$ cat src/common/cmsr_cfg.svh
// constants of the clock monitor status register bank
// assumes inclusion by its bare name from the package and the design modules
`ifndef CMSR_CFG_SVH
`define CMSR_CFG_SVH

// ----------------------------------------------------------------
// register selection codes on the read command port
// ----------------------------------------------------------------
`define CMSR_SEL_FAULT 1'b0
`define CMSR_SEL_WARNING 1'b1

// ----------------------------------------------------------------
// fault register field positions
// ----------------------------------------------------------------
`define CMSR_F_SYSTEM_CLOCK 7
`define CMSR_F_STEP_UP 6
`define CMSR_F_SECOND_STEP_DOWN 4
`define CMSR_F_FIRST_STEP_DOWN 3
`define CMSR_F_SYNC_INPUT 2
`define CMSR_F_SWITCHER_SOURCE 1
`define CMSR_F_DIGITAL_SYSTEM 0

// ----------------------------------------------------------------
// warning register field positions
// ----------------------------------------------------------------
`define CMSR_W_STEP_UP 6
`define CMSR_W_SECOND_STEP_DOWN 4
`define CMSR_W_FIRST_STEP_DOWN 3
`define CMSR_W_SYNC_INPUT 2
`define CMSR_W_SWITCHER_SOURCE 1

// ----------------------------------------------------------------
// implemented bits, reset values, width
// ----------------------------------------------------------------
`define CMSR_REG_WIDTH 8
`define CMSR_FAULT_IMPL 8'hdf
`define CMSR_WARNING_IMPL 8'h5e
`define CMSR_FAULT_ACTION 8'hde
`define CMSR_RESET_VALUE 8'h00

`endif

$ cat src/common/cmsr_pkg.sv
// types shared by the clock monitor status register bank
// assumes cmsr_cfg.svh is on the include path
`include "cmsr_cfg.svh"

package cmsr_pkg;

  typedef logic [`CMSR_REG_WIDTH-1:0] cmsr_byte_t;

  // ----------------------------------------------------------------
  // monitor results, one level per detected condition
  // ----------------------------------------------------------------
  typedef struct packed {
    logic system_clock_fault_analog;
    logic system_clock_fault_digital;
    logic step_up_switch_clock_fault;
    logic second_step_down_switch_clock_fault;
    logic first_step_down_switch_clock_fault;
    logic sync_input_clock_fault;
    logic switcher_source_clock_fault;
    logic digital_system_clock_fault;
  } cmsr_fault_s;

  typedef struct packed {
    logic step_up_switch_clock_warning;
    logic second_step_down_switch_clock_warning;
    logic first_step_down_switch_clock_warning;
    logic sync_input_clock_warning;
    logic switcher_source_clock_warning;
  } cmsr_warning_s;

  // ----------------------------------------------------------------
  // register command port
  // ----------------------------------------------------------------
  typedef struct packed {
    logic valid;
    logic write;
    logic sel;
  } cmsr_cmd_s;

  typedef struct packed {
    logic valid;
    logic refused;
    cmsr_byte_t data;
  } cmsr_rsp_s;

  typedef enum logic {
    CMSR_IDLE,
    CMSR_ANSWER
  } cmsr_state_e;

endpackage

$ cat src/core/cmsr_regs.sv
// clock monitor status register bank: fault and accuracy warning flags
// assumes monitor levels synchronous to core_clk; the serial front end
// decodes read commands into the command port and returns answers itself
`timescale 1ns/10ps
`include "cmsr_cfg.svh"

module cmsr_regs (
  input wire logic core_clk,
  input wire logic sys_rst,
  input wire cmsr_pkg::cmsr_fault_s fault_in,
  input wire cmsr_pkg::cmsr_warning_s warning_in,
  input wire cmsr_pkg::cmsr_cmd_s cmd,
  output logic cmd_ready,
  output cmsr_pkg::cmsr_rsp_s rsp,
  output cmsr_pkg::cmsr_byte_t fault_flags,
  output cmsr_pkg::cmsr_byte_t warning_flags,
  output logic clock_fault_pending,
  output logic clock_warning_pending
);

  // ----------------------------------------------------------------
  // declarations
  // ----------------------------------------------------------------
  cmsr_pkg::cmsr_byte_t fault_set;
  cmsr_pkg::cmsr_byte_t warning_set;
  cmsr_pkg::cmsr_state_e state;
  cmsr_pkg::cmsr_state_e next_state;
  cmsr_pkg::cmsr_rsp_s next_rsp;
  logic cmd_taken;
  logic read_fault;
  logic read_warning;
  logic next_fault_pending;
  logic next_warning_pending;

  // ----------------------------------------------------------------
  // fault register bit map
  // ----------------------------------------------------------------
  always_comb begin
    fault_set = `CMSR_RESET_VALUE;
    // either monitor of the system clock sets the one shared copy
    fault_set[`CMSR_F_SYSTEM_CLOCK] = fault_in.system_clock_fault_analog |
                                      fault_in.system_clock_fault_digital;
    fault_set[`CMSR_F_STEP_UP] = fault_in.step_up_switch_clock_fault;
    fault_set[`CMSR_F_SECOND_STEP_DOWN] =
      fault_in.second_step_down_switch_clock_fault;
    fault_set[`CMSR_F_FIRST_STEP_DOWN] =
      fault_in.first_step_down_switch_clock_fault;
    fault_set[`CMSR_F_SYNC_INPUT] = fault_in.sync_input_clock_fault;
    fault_set[`CMSR_F_SWITCHER_SOURCE] = fault_in.switcher_source_clock_fault;
    fault_set[`CMSR_F_DIGITAL_SYSTEM] = fault_in.digital_system_clock_fault;
  end

  // ----------------------------------------------------------------
  // warning register bit map
  // ----------------------------------------------------------------
  always_comb begin
    warning_set = `CMSR_RESET_VALUE;
    warning_set[`CMSR_W_STEP_UP] = warning_in.step_up_switch_clock_warning;
    warning_set[`CMSR_W_SECOND_STEP_DOWN] =
      warning_in.second_step_down_switch_clock_warning;
    warning_set[`CMSR_W_FIRST_STEP_DOWN] =
      warning_in.first_step_down_switch_clock_warning;
    warning_set[`CMSR_W_SYNC_INPUT] = warning_in.sync_input_clock_warning;
    warning_set[`CMSR_W_SWITCHER_SOURCE] = warning_in.switcher_source_clock_warning;
  end

  // ----------------------------------------------------------------
  // command acceptance
  // ----------------------------------------------------------------
  // one command in flight: a read that clears must answer before the next
  // one is looked at, otherwise the confirming read could race the clear
  assign cmd_ready = (state == cmsr_pkg::CMSR_IDLE);
  assign cmd_taken = cmd.valid & cmd_ready;
  // write commands never touch the flags
  assign read_fault = cmd_taken & ~cmd.write & (cmd.sel == `CMSR_SEL_FAULT);
  assign read_warning = cmd_taken & ~cmd.write & (cmd.sel == `CMSR_SEL_WARNING);

  // ----------------------------------------------------------------
  // flag banks
  // ----------------------------------------------------------------
  cmsr_flag_bank #(
    .IMPL_MASK(`CMSR_FAULT_IMPL)
  ) u_fault_bank (
    .core_clk(core_clk),
    .sys_rst(sys_rst),
    .set_in(fault_set),
    .read_pulse(read_fault),
    .flags(fault_flags)
  );

  cmsr_flag_bank #(
    .IMPL_MASK(`CMSR_WARNING_IMPL)
  ) u_warning_bank (
    .core_clk(core_clk),
    .sys_rst(sys_rst),
    .set_in(warning_set),
    .read_pulse(read_warning),
    .flags(warning_flags)
  );

  // ----------------------------------------------------------------
  // answer sequencing
  // ----------------------------------------------------------------
  always_comb begin
    next_state = state;
    next_rsp = rsp;
    next_rsp.valid = 1'b0;
    unique case (state)
      cmsr_pkg::CMSR_IDLE: begin
        if (cmd_taken) begin
          next_state = cmsr_pkg::CMSR_ANSWER;
          next_rsp.valid = 1'b1;
          next_rsp.refused = cmd.write;
          if (cmd.write) begin
            next_rsp.data = `CMSR_RESET_VALUE;
          end else if (cmd.sel == `CMSR_SEL_FAULT) begin
            // value as it stood before the clearing read takes effect
            next_rsp.data = fault_flags;
          end else begin
            next_rsp.data = warning_flags;
          end
        end
      end
      cmsr_pkg::CMSR_ANSWER: begin
        next_state = cmsr_pkg::CMSR_IDLE;
      end
    endcase
  end

  always_ff @(posedge core_clk) begin
    if (sys_rst) begin
      state <= cmsr_pkg::CMSR_IDLE;
      rsp <= '0;
    end else begin
      state <= next_state;
      rsp <= next_rsp;
    end
  end

  // ----------------------------------------------------------------
  // summary levels for the device state machine
  // ----------------------------------------------------------------
  // the masked digital system clock bit is left out: it must cause no reaction
  always_comb begin
    next_fault_pending = |(fault_flags & `CMSR_FAULT_ACTION);
    next_warning_pending = |warning_flags;
  end

  always_ff @(posedge core_clk) begin
    if (sys_rst) begin
      clock_fault_pending <= 1'b0;
      clock_warning_pending <= 1'b0;
    end else begin
      clock_fault_pending <= next_fault_pending;
      clock_warning_pending <= next_warning_pending;
    end
  end

endmodule // cmsr_regs

$ cat src/core/cmsr_flag_bank.sv
// one 8-bit bank of sticky status flags
// assumes set levels synchronous to core_clk and a one-cycle read pulse
`timescale 1ns/10ps
`include "cmsr_cfg.svh"

module cmsr_flag_bank #(
  parameter logic [`CMSR_REG_WIDTH-1:0] IMPL_MASK = `CMSR_FAULT_IMPL
) (
  input wire logic core_clk,
  input wire logic sys_rst,
  input wire logic [`CMSR_REG_WIDTH-1:0] set_in,
  input wire logic read_pulse,
  output logic [`CMSR_REG_WIDTH-1:0] flags
);

  wire logic [`CMSR_REG_WIDTH-1:0] next_flags;

  // ----------------------------------------------------------------
  // per-bit next value
  // ----------------------------------------------------------------
  genvar i;
  generate
    for (i = 0; i < `CMSR_REG_WIDTH; i++) begin : g_bit
      if (IMPL_MASK[i]) begin : g_impl
        // a live condition wins over the clearing read, so no event is lost
        assign next_flags[i] = set_in[i] | (flags[i] & ~read_pulse);
      end else begin : g_rsvd
        assign next_flags[i] = 1'b0;
      end
    end
  endgenerate

  // ----------------------------------------------------------------
  // flag register
  // ----------------------------------------------------------------
  always_ff @(posedge core_clk) begin
    if (sys_rst) begin
      flags <= `CMSR_RESET_VALUE;
    end else begin
      flags <= next_flags;
    end
  end

endmodule // cmsr_flag_bank

$ cat config.mk
export PLATFORM = sky130hd
export DESIGN_NAME = cmsr_regs
export DESIGN_NICKNAME = d
export VERILOG_FILES = /design/src/common/cmsr_pkg.sv /design/src/core/cmsr_regs.sv /design/src/core/cmsr_flag_bank.sv
export VERILOG_INCLUDE_DIRS = /design/src /design/src/common
export SDC_FILE = /design/constraint.sdc
export NUM_CORES = 1
export LEC_CHECK = 0
export BUFFER_PORTS_ARGS = -buffer_cell sky130_fd_sc_hd__buf_4
export CORE_MARGIN = 2
export CORE_UTILIZATION = 43
export CTS_BUF_LIST = sky130_fd_sc_hd__clkbuf_16
export DETAILED_ROUTE_END_ITERATION = 16
export PLACE_DENSITY = 0.79
export REMOVE_ABC_BUFFERS = 1
export SYNTH_ARGS = -nofsm -noshare
export SYNTH_HDL_FRONTEND = slang
export SYNTH_SLANG_ARGS = --single-unit
$ cat constraint.sdc
create_clock -name core_clk -period 1.4 [get_ports core_clk]
set_input_delay 0.07 -clock core_clk [delete_from_list [all_inputs] [get_ports core_clk]]
set_output_delay 0.07 -clock core_clk [all_outputs]
set_load 0.02 [all_outputs]
* Word level (Yosys, flattened, before mapping)
Index checks and enable logic that the tools add are counted.
** Storage, ports and cells
- Register bits after elaboration :: 29
- Input port bits :: 18
- Output and inout port bits :: 29
** Operators by class
- Multiplexer cells :: 5
- Bitwise operators :: 34
- Reductions and logical operators :: 4
** Operators by type and width (number)
- 1-bit AND :: 16
- 8-bit two-way mux :: 2
- 1-bit bitwise OR :: 13
- 10-bit two-way mux :: 1
- 8-bit OR reduction :: 1
- 6-bit OR reduction :: 1
- 1-bit inverter :: 5
- 1-bit case mux with 2 select lines :: 1
- 2-bit AND reduction :: 1
- 2-bit OR reduction :: 1
- 1-bit two-way mux :: 1

* Depth between registers and ports, before layout
- Word-level depth :: 7
- Depth in mapped cells :: 4

* By module
Synthesis repeated with hierarchy kept, for this count alone.
** Unflattened totals
- Cell total of the unflattened synthesis :: 102
- Area, all modules :: 973.4 um2
** Modules (own cells, without submodules)
- cmsr_regs :: instances 1, cells each 48, area each 515.5 um2, seq. area each 240.2 um2
- cmsr_flag_bank at u_fault_bank :: instances 1, cells each 30, area each 256.5 um2, seq. area each 140.1 um2
- cmsr_flag_bank at u_warning_bank :: instances 1, cells each 24, area each 201.4 um2, seq. area each 100.1 um2

* Least setup slack after synthesis
Ideal clock, no wire load.
- Kind :: register to register
- Start point :: reg, netlist name rsp[9]
- End point :: reg u_fault_bank.flags[0]
- Data arrival time :: 0.892 ns
- Data required time :: 1.278 ns
- Setup slack :: 0.385 ns
- Stages on the path, launching flop included :: 4
- Path buffers :: 0
- Clock period less this slack :: 1.015 ns
- Cells stage by stage :: dfxtp_1 or2b_2 o31ai_1 a21oi_1
** RTL lines
- end signal, assigned :: RTL line cmsr_flag_bank.sv:38 : flags <= `CMSR_RESET_VALUE;
- end signal, assigned :: RTL line cmsr_flag_bank.sv:40 : flags <= next_flags;
- end, declared :: RTL line cmsr_flag_bank.sv:13 : output logic [`CMSR_REG_WIDTH-1:0] flags

==> flow_results.xml <==
<?xml version="1.0" encoding="UTF-8"?>
<metrics>
  <group name="status">
    <metric name="status" unit="">finished clean</metric>
  </group>
  <group name="worst_setup_path">
    <metric name="worstSetupPathType" unit="">flip-flop to flip-flop</metric>
    <metric name="cpPeakStageDelay" unit="ns">0.36</metric>
    <metric name="cp_slowest_cell" unit="">sky130_fd_sc_hd__dfxtp_1</metric>
    <metric name="rr_endpoint" unit="">rsp[1]</metric>
    <metric name="worstPathCellList" unit="">nor2b_1 &gt; buf_4 &gt; nor2_1 &gt; o2bb2ai_1</metric>
    <metric name="timing.critical_path.required" unit="ns">1.59</metric>
    <metric name="rr_worst_depth" unit="">4</metric>
    <metric name="crit_path_max_fanout" unit="">7</metric>
    <metric name="setup.worst_path.end_class" unit="">flip-flop</metric>
    <metric name="reg2reg_slack" unit="ns">0.33</metric>
    <metric name="critical_path.reg2reg.startpoint" unit="">rsp[9]</metric>
    <metric name="cp-start-kind" unit="">flip-flop</metric>
    <metric name="data_arrival_time_at_the_worst_slack_endpoint" unit="ns">1.26</metric>
  </group>
  <group name="timing">
    <metric name="maxSlewViolCount" unit="">0</metric>
    <metric name="setup-tns-final" unit="ns">0</metric>
    <metric name="max_clk_rate" unit="MHz">936</metric>
    <metric name="fin_clk_skew" unit="ns">0.00541</metric>
    <metric name="post-route-min-period" unit="ns">1.07</metric>
    <metric name="grt_setup_unrepaired" unit="">no</metric>
    <metric name="setup-violations-final" unit="">0</metric>
    <metric name="final-hold-violation-count" unit="">0</metric>
    <metric name="period_share" unit="%">76.3</metric>
  </group>
  <group name="pwr">
    <metric name="power.leakage" unit="nW">0.593</metric>
    <metric name="p_clk_share" unit="%">36.8</metric>
    <metric name="sequentialPowerShare" unit="%">45.2</metric>
    <metric name="power.ir.vdd_worst" unit="mV">0.819</metric>
    <metric name="p_sw" unit="mW">0.426</metric>
    <metric name="switching_share" unit="%">25.8</metric>
    <metric name="power_per_cell_area" unit="nW/um^2">1300</metric>
    <metric name="comb_power_share" unit="%">17.9</metric>
    <metric name="internal-power" unit="mW">1.23</metric>
  </group>
  <group name="yosys">
    <metric name="synth.yosys.seq_area_share" unit="%">50.8</metric>
    <metric name="post_synth_instance_area" unit="um^2">906</metric>
    <metric name="ys_seq_elements" unit="">23</metric>
    <metric name="synth-async-reset-ratio" unit="%">0</metric>
    <metric name="synth-main-ff-cell" unit="">sky130_fd_sc_hd__dfxtp_1</metric>
    <metric name="syn_area_per_cell" unit="um^2">10.7</metric>
    <metric name="netlist-cell-type-count" unit="">22</metric>
    <metric name="synth_enable_flop_cells" unit="">0</metric>
    <metric name="synthCells" unit="">85</metric>
    <metric name="yosys_warnings" unit="">0</metric>
  </group>
  <group name="floorplan">
    <metric name="top_level_pins" unit="">47</metric>
    <metric name="rows" unit="">16</metric>
    <metric name="die_x" unit="um">49.9</metric>
    <metric name="die_y" unit="um">49.9</metric>
    <metric name="start_util" unit="%">45.7</metric>
    <metric name="floorplan.core_area" unit="um^2">1980</metric>
    <metric name="dieArea" unit="um^2">2490</metric>
  </group>
  <group name="route">
    <metric name="remaining_drc_errors" unit="">0</metric>
    <metric name="routed_wirelength" unit="mm">1.95</metric>
    <metric name="vias_per_inst" unit="">4.94</metric>
    <metric name="route.detailed.wl_per_inst" unit="um">12.8</metric>
    <metric name="route.vias.total" unit="">751</metric>
    <metric name="drt_pre_antenna_iters" unit="">4</metric>
    <metric name="ant_nets" unit="">0</metric>
    <metric name="detailedRoute.firstIterationViolations" unit="">18</metric>
  </group>
  <group name="cells_and_area">
    <metric name="final_nets" unit="">144</metric>
    <metric name="antenna-diode-count" unit="">0</metric>
    <metric name="finish.cell_count_without_fillers" unit="">152</metric>
    <metric name="drive_above_1_share" unit="%">40.8</metric>
    <metric name="multi_input_comb_area" unit="um^2">370</metric>
    <metric name="areaGrowthSynthToFinish" unit="%">40.7</metric>
    <metric name="fillers" unit="">170</metric>
    <metric name="register_area" unit="um^2">460</metric>
  </group>
  <group name="global_route">
    <metric name="groute.usage.overall" unit="%">16.5</metric>
    <metric name="gr-total-overflow" unit="">0</metric>
    <metric name="pin_count_of_the_biggest_net_entering_global_routing" unit="">14</metric>
    <metric name="via_count_of_the_first_global_routing_pass" unit="">698</metric>
    <metric name="grt_first_pass_wirelength" unit="mm">3.15</metric>
    <metric name="antenna_found_initial" unit="">0</metric>
  </group>
  <group name="clock_network">
    <metric name="htree_levels" unit="">1</metric>
    <metric name="tritoncts_clock_tree" unit="">yes</metric>
    <metric name="hold_buffers" unit="">0</metric>
    <metric name="postCtsResizedCells" unit="">0</metric>
    <metric name="clkLatencyLatePin" unit="ns">0.26</metric>
    <metric name="clk_path_buf_depth" unit="">2</metric>
    <metric name="cts_setup_buffers" unit="">0</metric>
    <metric name="clock_buffer_count_from_cts" unit="">3</metric>
    <metric name="clock_sink_count" unit="">23</metric>
    <metric name="clkSlewWorstSetupHoldPaths" unit="ns">0.06</metric>
    <metric name="cts_root_buffer" unit="">sky130_fd_sc_hd__clkbuf_16</metric>
  </group>
  <group name="worst_hold_path">
    <metric name="whs_endpoint" unit="">u_warning_bank.flags[4]</metric>
    <metric name="whs_path_depth" unit="">2</metric>
    <metric name="min-delay-path-class" unit="">primary input to flip-flop</metric>
    <metric name="hp-start" unit="">warning_in[3]</metric>
  </group>
  <group name="run">
    <metric name="maxcap_violations" unit="">0</metric>
  </group>
  <group name="place">
    <metric name="place_hpwl" unit="mm">1.44</metric>
    <metric name="numPlacedInstances" unit="">148</metric>
    <metric name="io_buffers" unit="">41</metric>
    <metric name="routabilityCongestion" unit="">0.738</metric>
  </group>
</metrics>
[flip-flops by register name, summed over array words and instances, names as in the netlist]
register,cells
rsp,9
clock_warning_pending,1
clock_fault_pending,1
u_fault_bank.flags,7
u_warning_bank.flags,5
[per-stage QoR]
step	hold WS (ns)	util (%)	setup WS (ns)	cell area [um^2]	total power, mW
after CTS	0.0325	64.3	0.308	1270	1.66
final	0.0344	64.3	0.332	1270	1.65
after floorplan	0.139	-	0.0501	846	0.908
after global routing	0.0258	64.3	0.244	1270	1.72
after detailed placement	0.296	60.3	0.319	1190	1.06
after global placement	0.294	60.3	0.364	1190	1.05
[cell usage after synthesis, types with 2 or more instances]
master                       n  area, um^2
sky130_fd_sc_hd__a22o_1     10        87.6
sky130_fd_sc_hd__nand2_1     4        15.0
sky130_fd_sc_hd__o2bb2ai_1   6        52.6
sky130_fd_sc_hd__mux2i_1     5        50.1
sky130_fd_sc_hd__buf_4       8        60.1
sky130_fd_sc_hd__a21oi_1     6        30.0
sky130_fd_sc_hd__inv_1       4        15.0
sky130_fd_sc_hd__nand3_1     2        10.0
sky130_fd_sc_hd__dfxtp_1    23         460
sky130_fd_sc_hd__nor2_1      5        18.8
[per-layer routing]
layer	vias to the layer above	GRT usage, %	wire length, um
li1	372	-	-
met1	344	23.1	862
met2	33	24.9	914
met3	2	2.73	160
met4	0	6.94	14
met5	-	0	0
[layout make-up]
cell class	count	share of cell area, %
Clock buffer	3	5.89
Clock inverter	1	0.393
Inverter	4	1.18
Multi-Input combinational cell	52	29.0
Sequential cell	23	36.1
Tap cell	27	2.65
Timing Repair Buffer	42	24.7
[how the worst max path moves through the flow]
stage               startpoint                 endpoint  slack (ns)  cells after the start
global route            rsp[9]                   rsp[4]        0.24                      4
global placement        rsp[9]    u_fault_bank.flags[0]        0.36                      3
floorplan               rsp[9]  u_warning_bank.flags[1]        0.05                      3
detailed placement      rsp[9]    u_fault_bank.flags[0]        0.32                      3
CTS                     rsp[9]                   rsp[4]        0.31                      4
finish                  rsp[9]                   rsp[1]        0.33                      4
[power groups by stage]
| stage | Clock [mW] | Sequential, mW | Combinational (mW) |
|---|---|---|---|
| after CTS | 0.617 | 0.748 | 0.298 |
| after detailed placement | 0 | 0.761 | 0.297 |
| final | 0.609 | 0.747 | 0.296 |
| after floorplan | 0 | 0.809 | 0.0987 |
| after global placement | 0 | 0.760 | 0.294 |
| after global routing | 0.653 | 0.754 | 0.318 |
[kinds of logic after synthesis]
kind of cell | synth area share, %
multiplexers | 5.53
AO/OA/AOI/OAI | 23.8
flip-flops | 50.8
AND/OR/NAND/NOR | 9.53
other | 0.414
buffers and inverters | 9.94
[placed cells by master (no fill, tap or decap)]
cell type	synthesis	layout
sky130_fd_sc_hd__conb_1	1	5
sky130_fd_sc_hd__mux2i_1	5	5
sky130_fd_sc_hd__nor2_1	5	5
sky130_fd_sc_hd__nand2_1	4	4
sky130_fd_sc_hd__a22o_1	10	10
sky130_fd_sc_hd__a31oi_4	1	1
sky130_fd_sc_hd__a21oi_4	1	1
sky130_fd_sc_hd__or2b_2	1	1
sky130_fd_sc_hd__o31ai_1	1	1
sky130_fd_sc_hd__nor3_1	1	1
sky130_fd_sc_hd__nand3_1	2	2
sky130_fd_sc_hd__nor4_1	1	1
sky130_fd_sc_hd__nor2_2	1	1
sky130_fd_sc_hd__nor2b_1	1	1
sky130_fd_sc_hd__dfxtp_1	23	23
sky130_fd_sc_hd__inv_1	4	4
sky130_fd_sc_hd__o2bb2ai_1	6	6
sky130_fd_sc_hd__clkbuf_16	0	3
sky130_fd_sc_hd__clkinv_2	0	1
sky130_fd_sc_hd__nand3_2	1	1
sky130_fd_sc_hd__buf_4	8	42
sky130_fd_sc_hd__a21oi_1	6	6
[critical path, delay by kind of cell, from the launching register on]
family	cells	cell delay, ns
buf+inv	1	0.17
compound gates	1	0.15
flops	1	0.36
simple gates	2	0.32
Note: power is estimated with default switching activity, not from simulation.
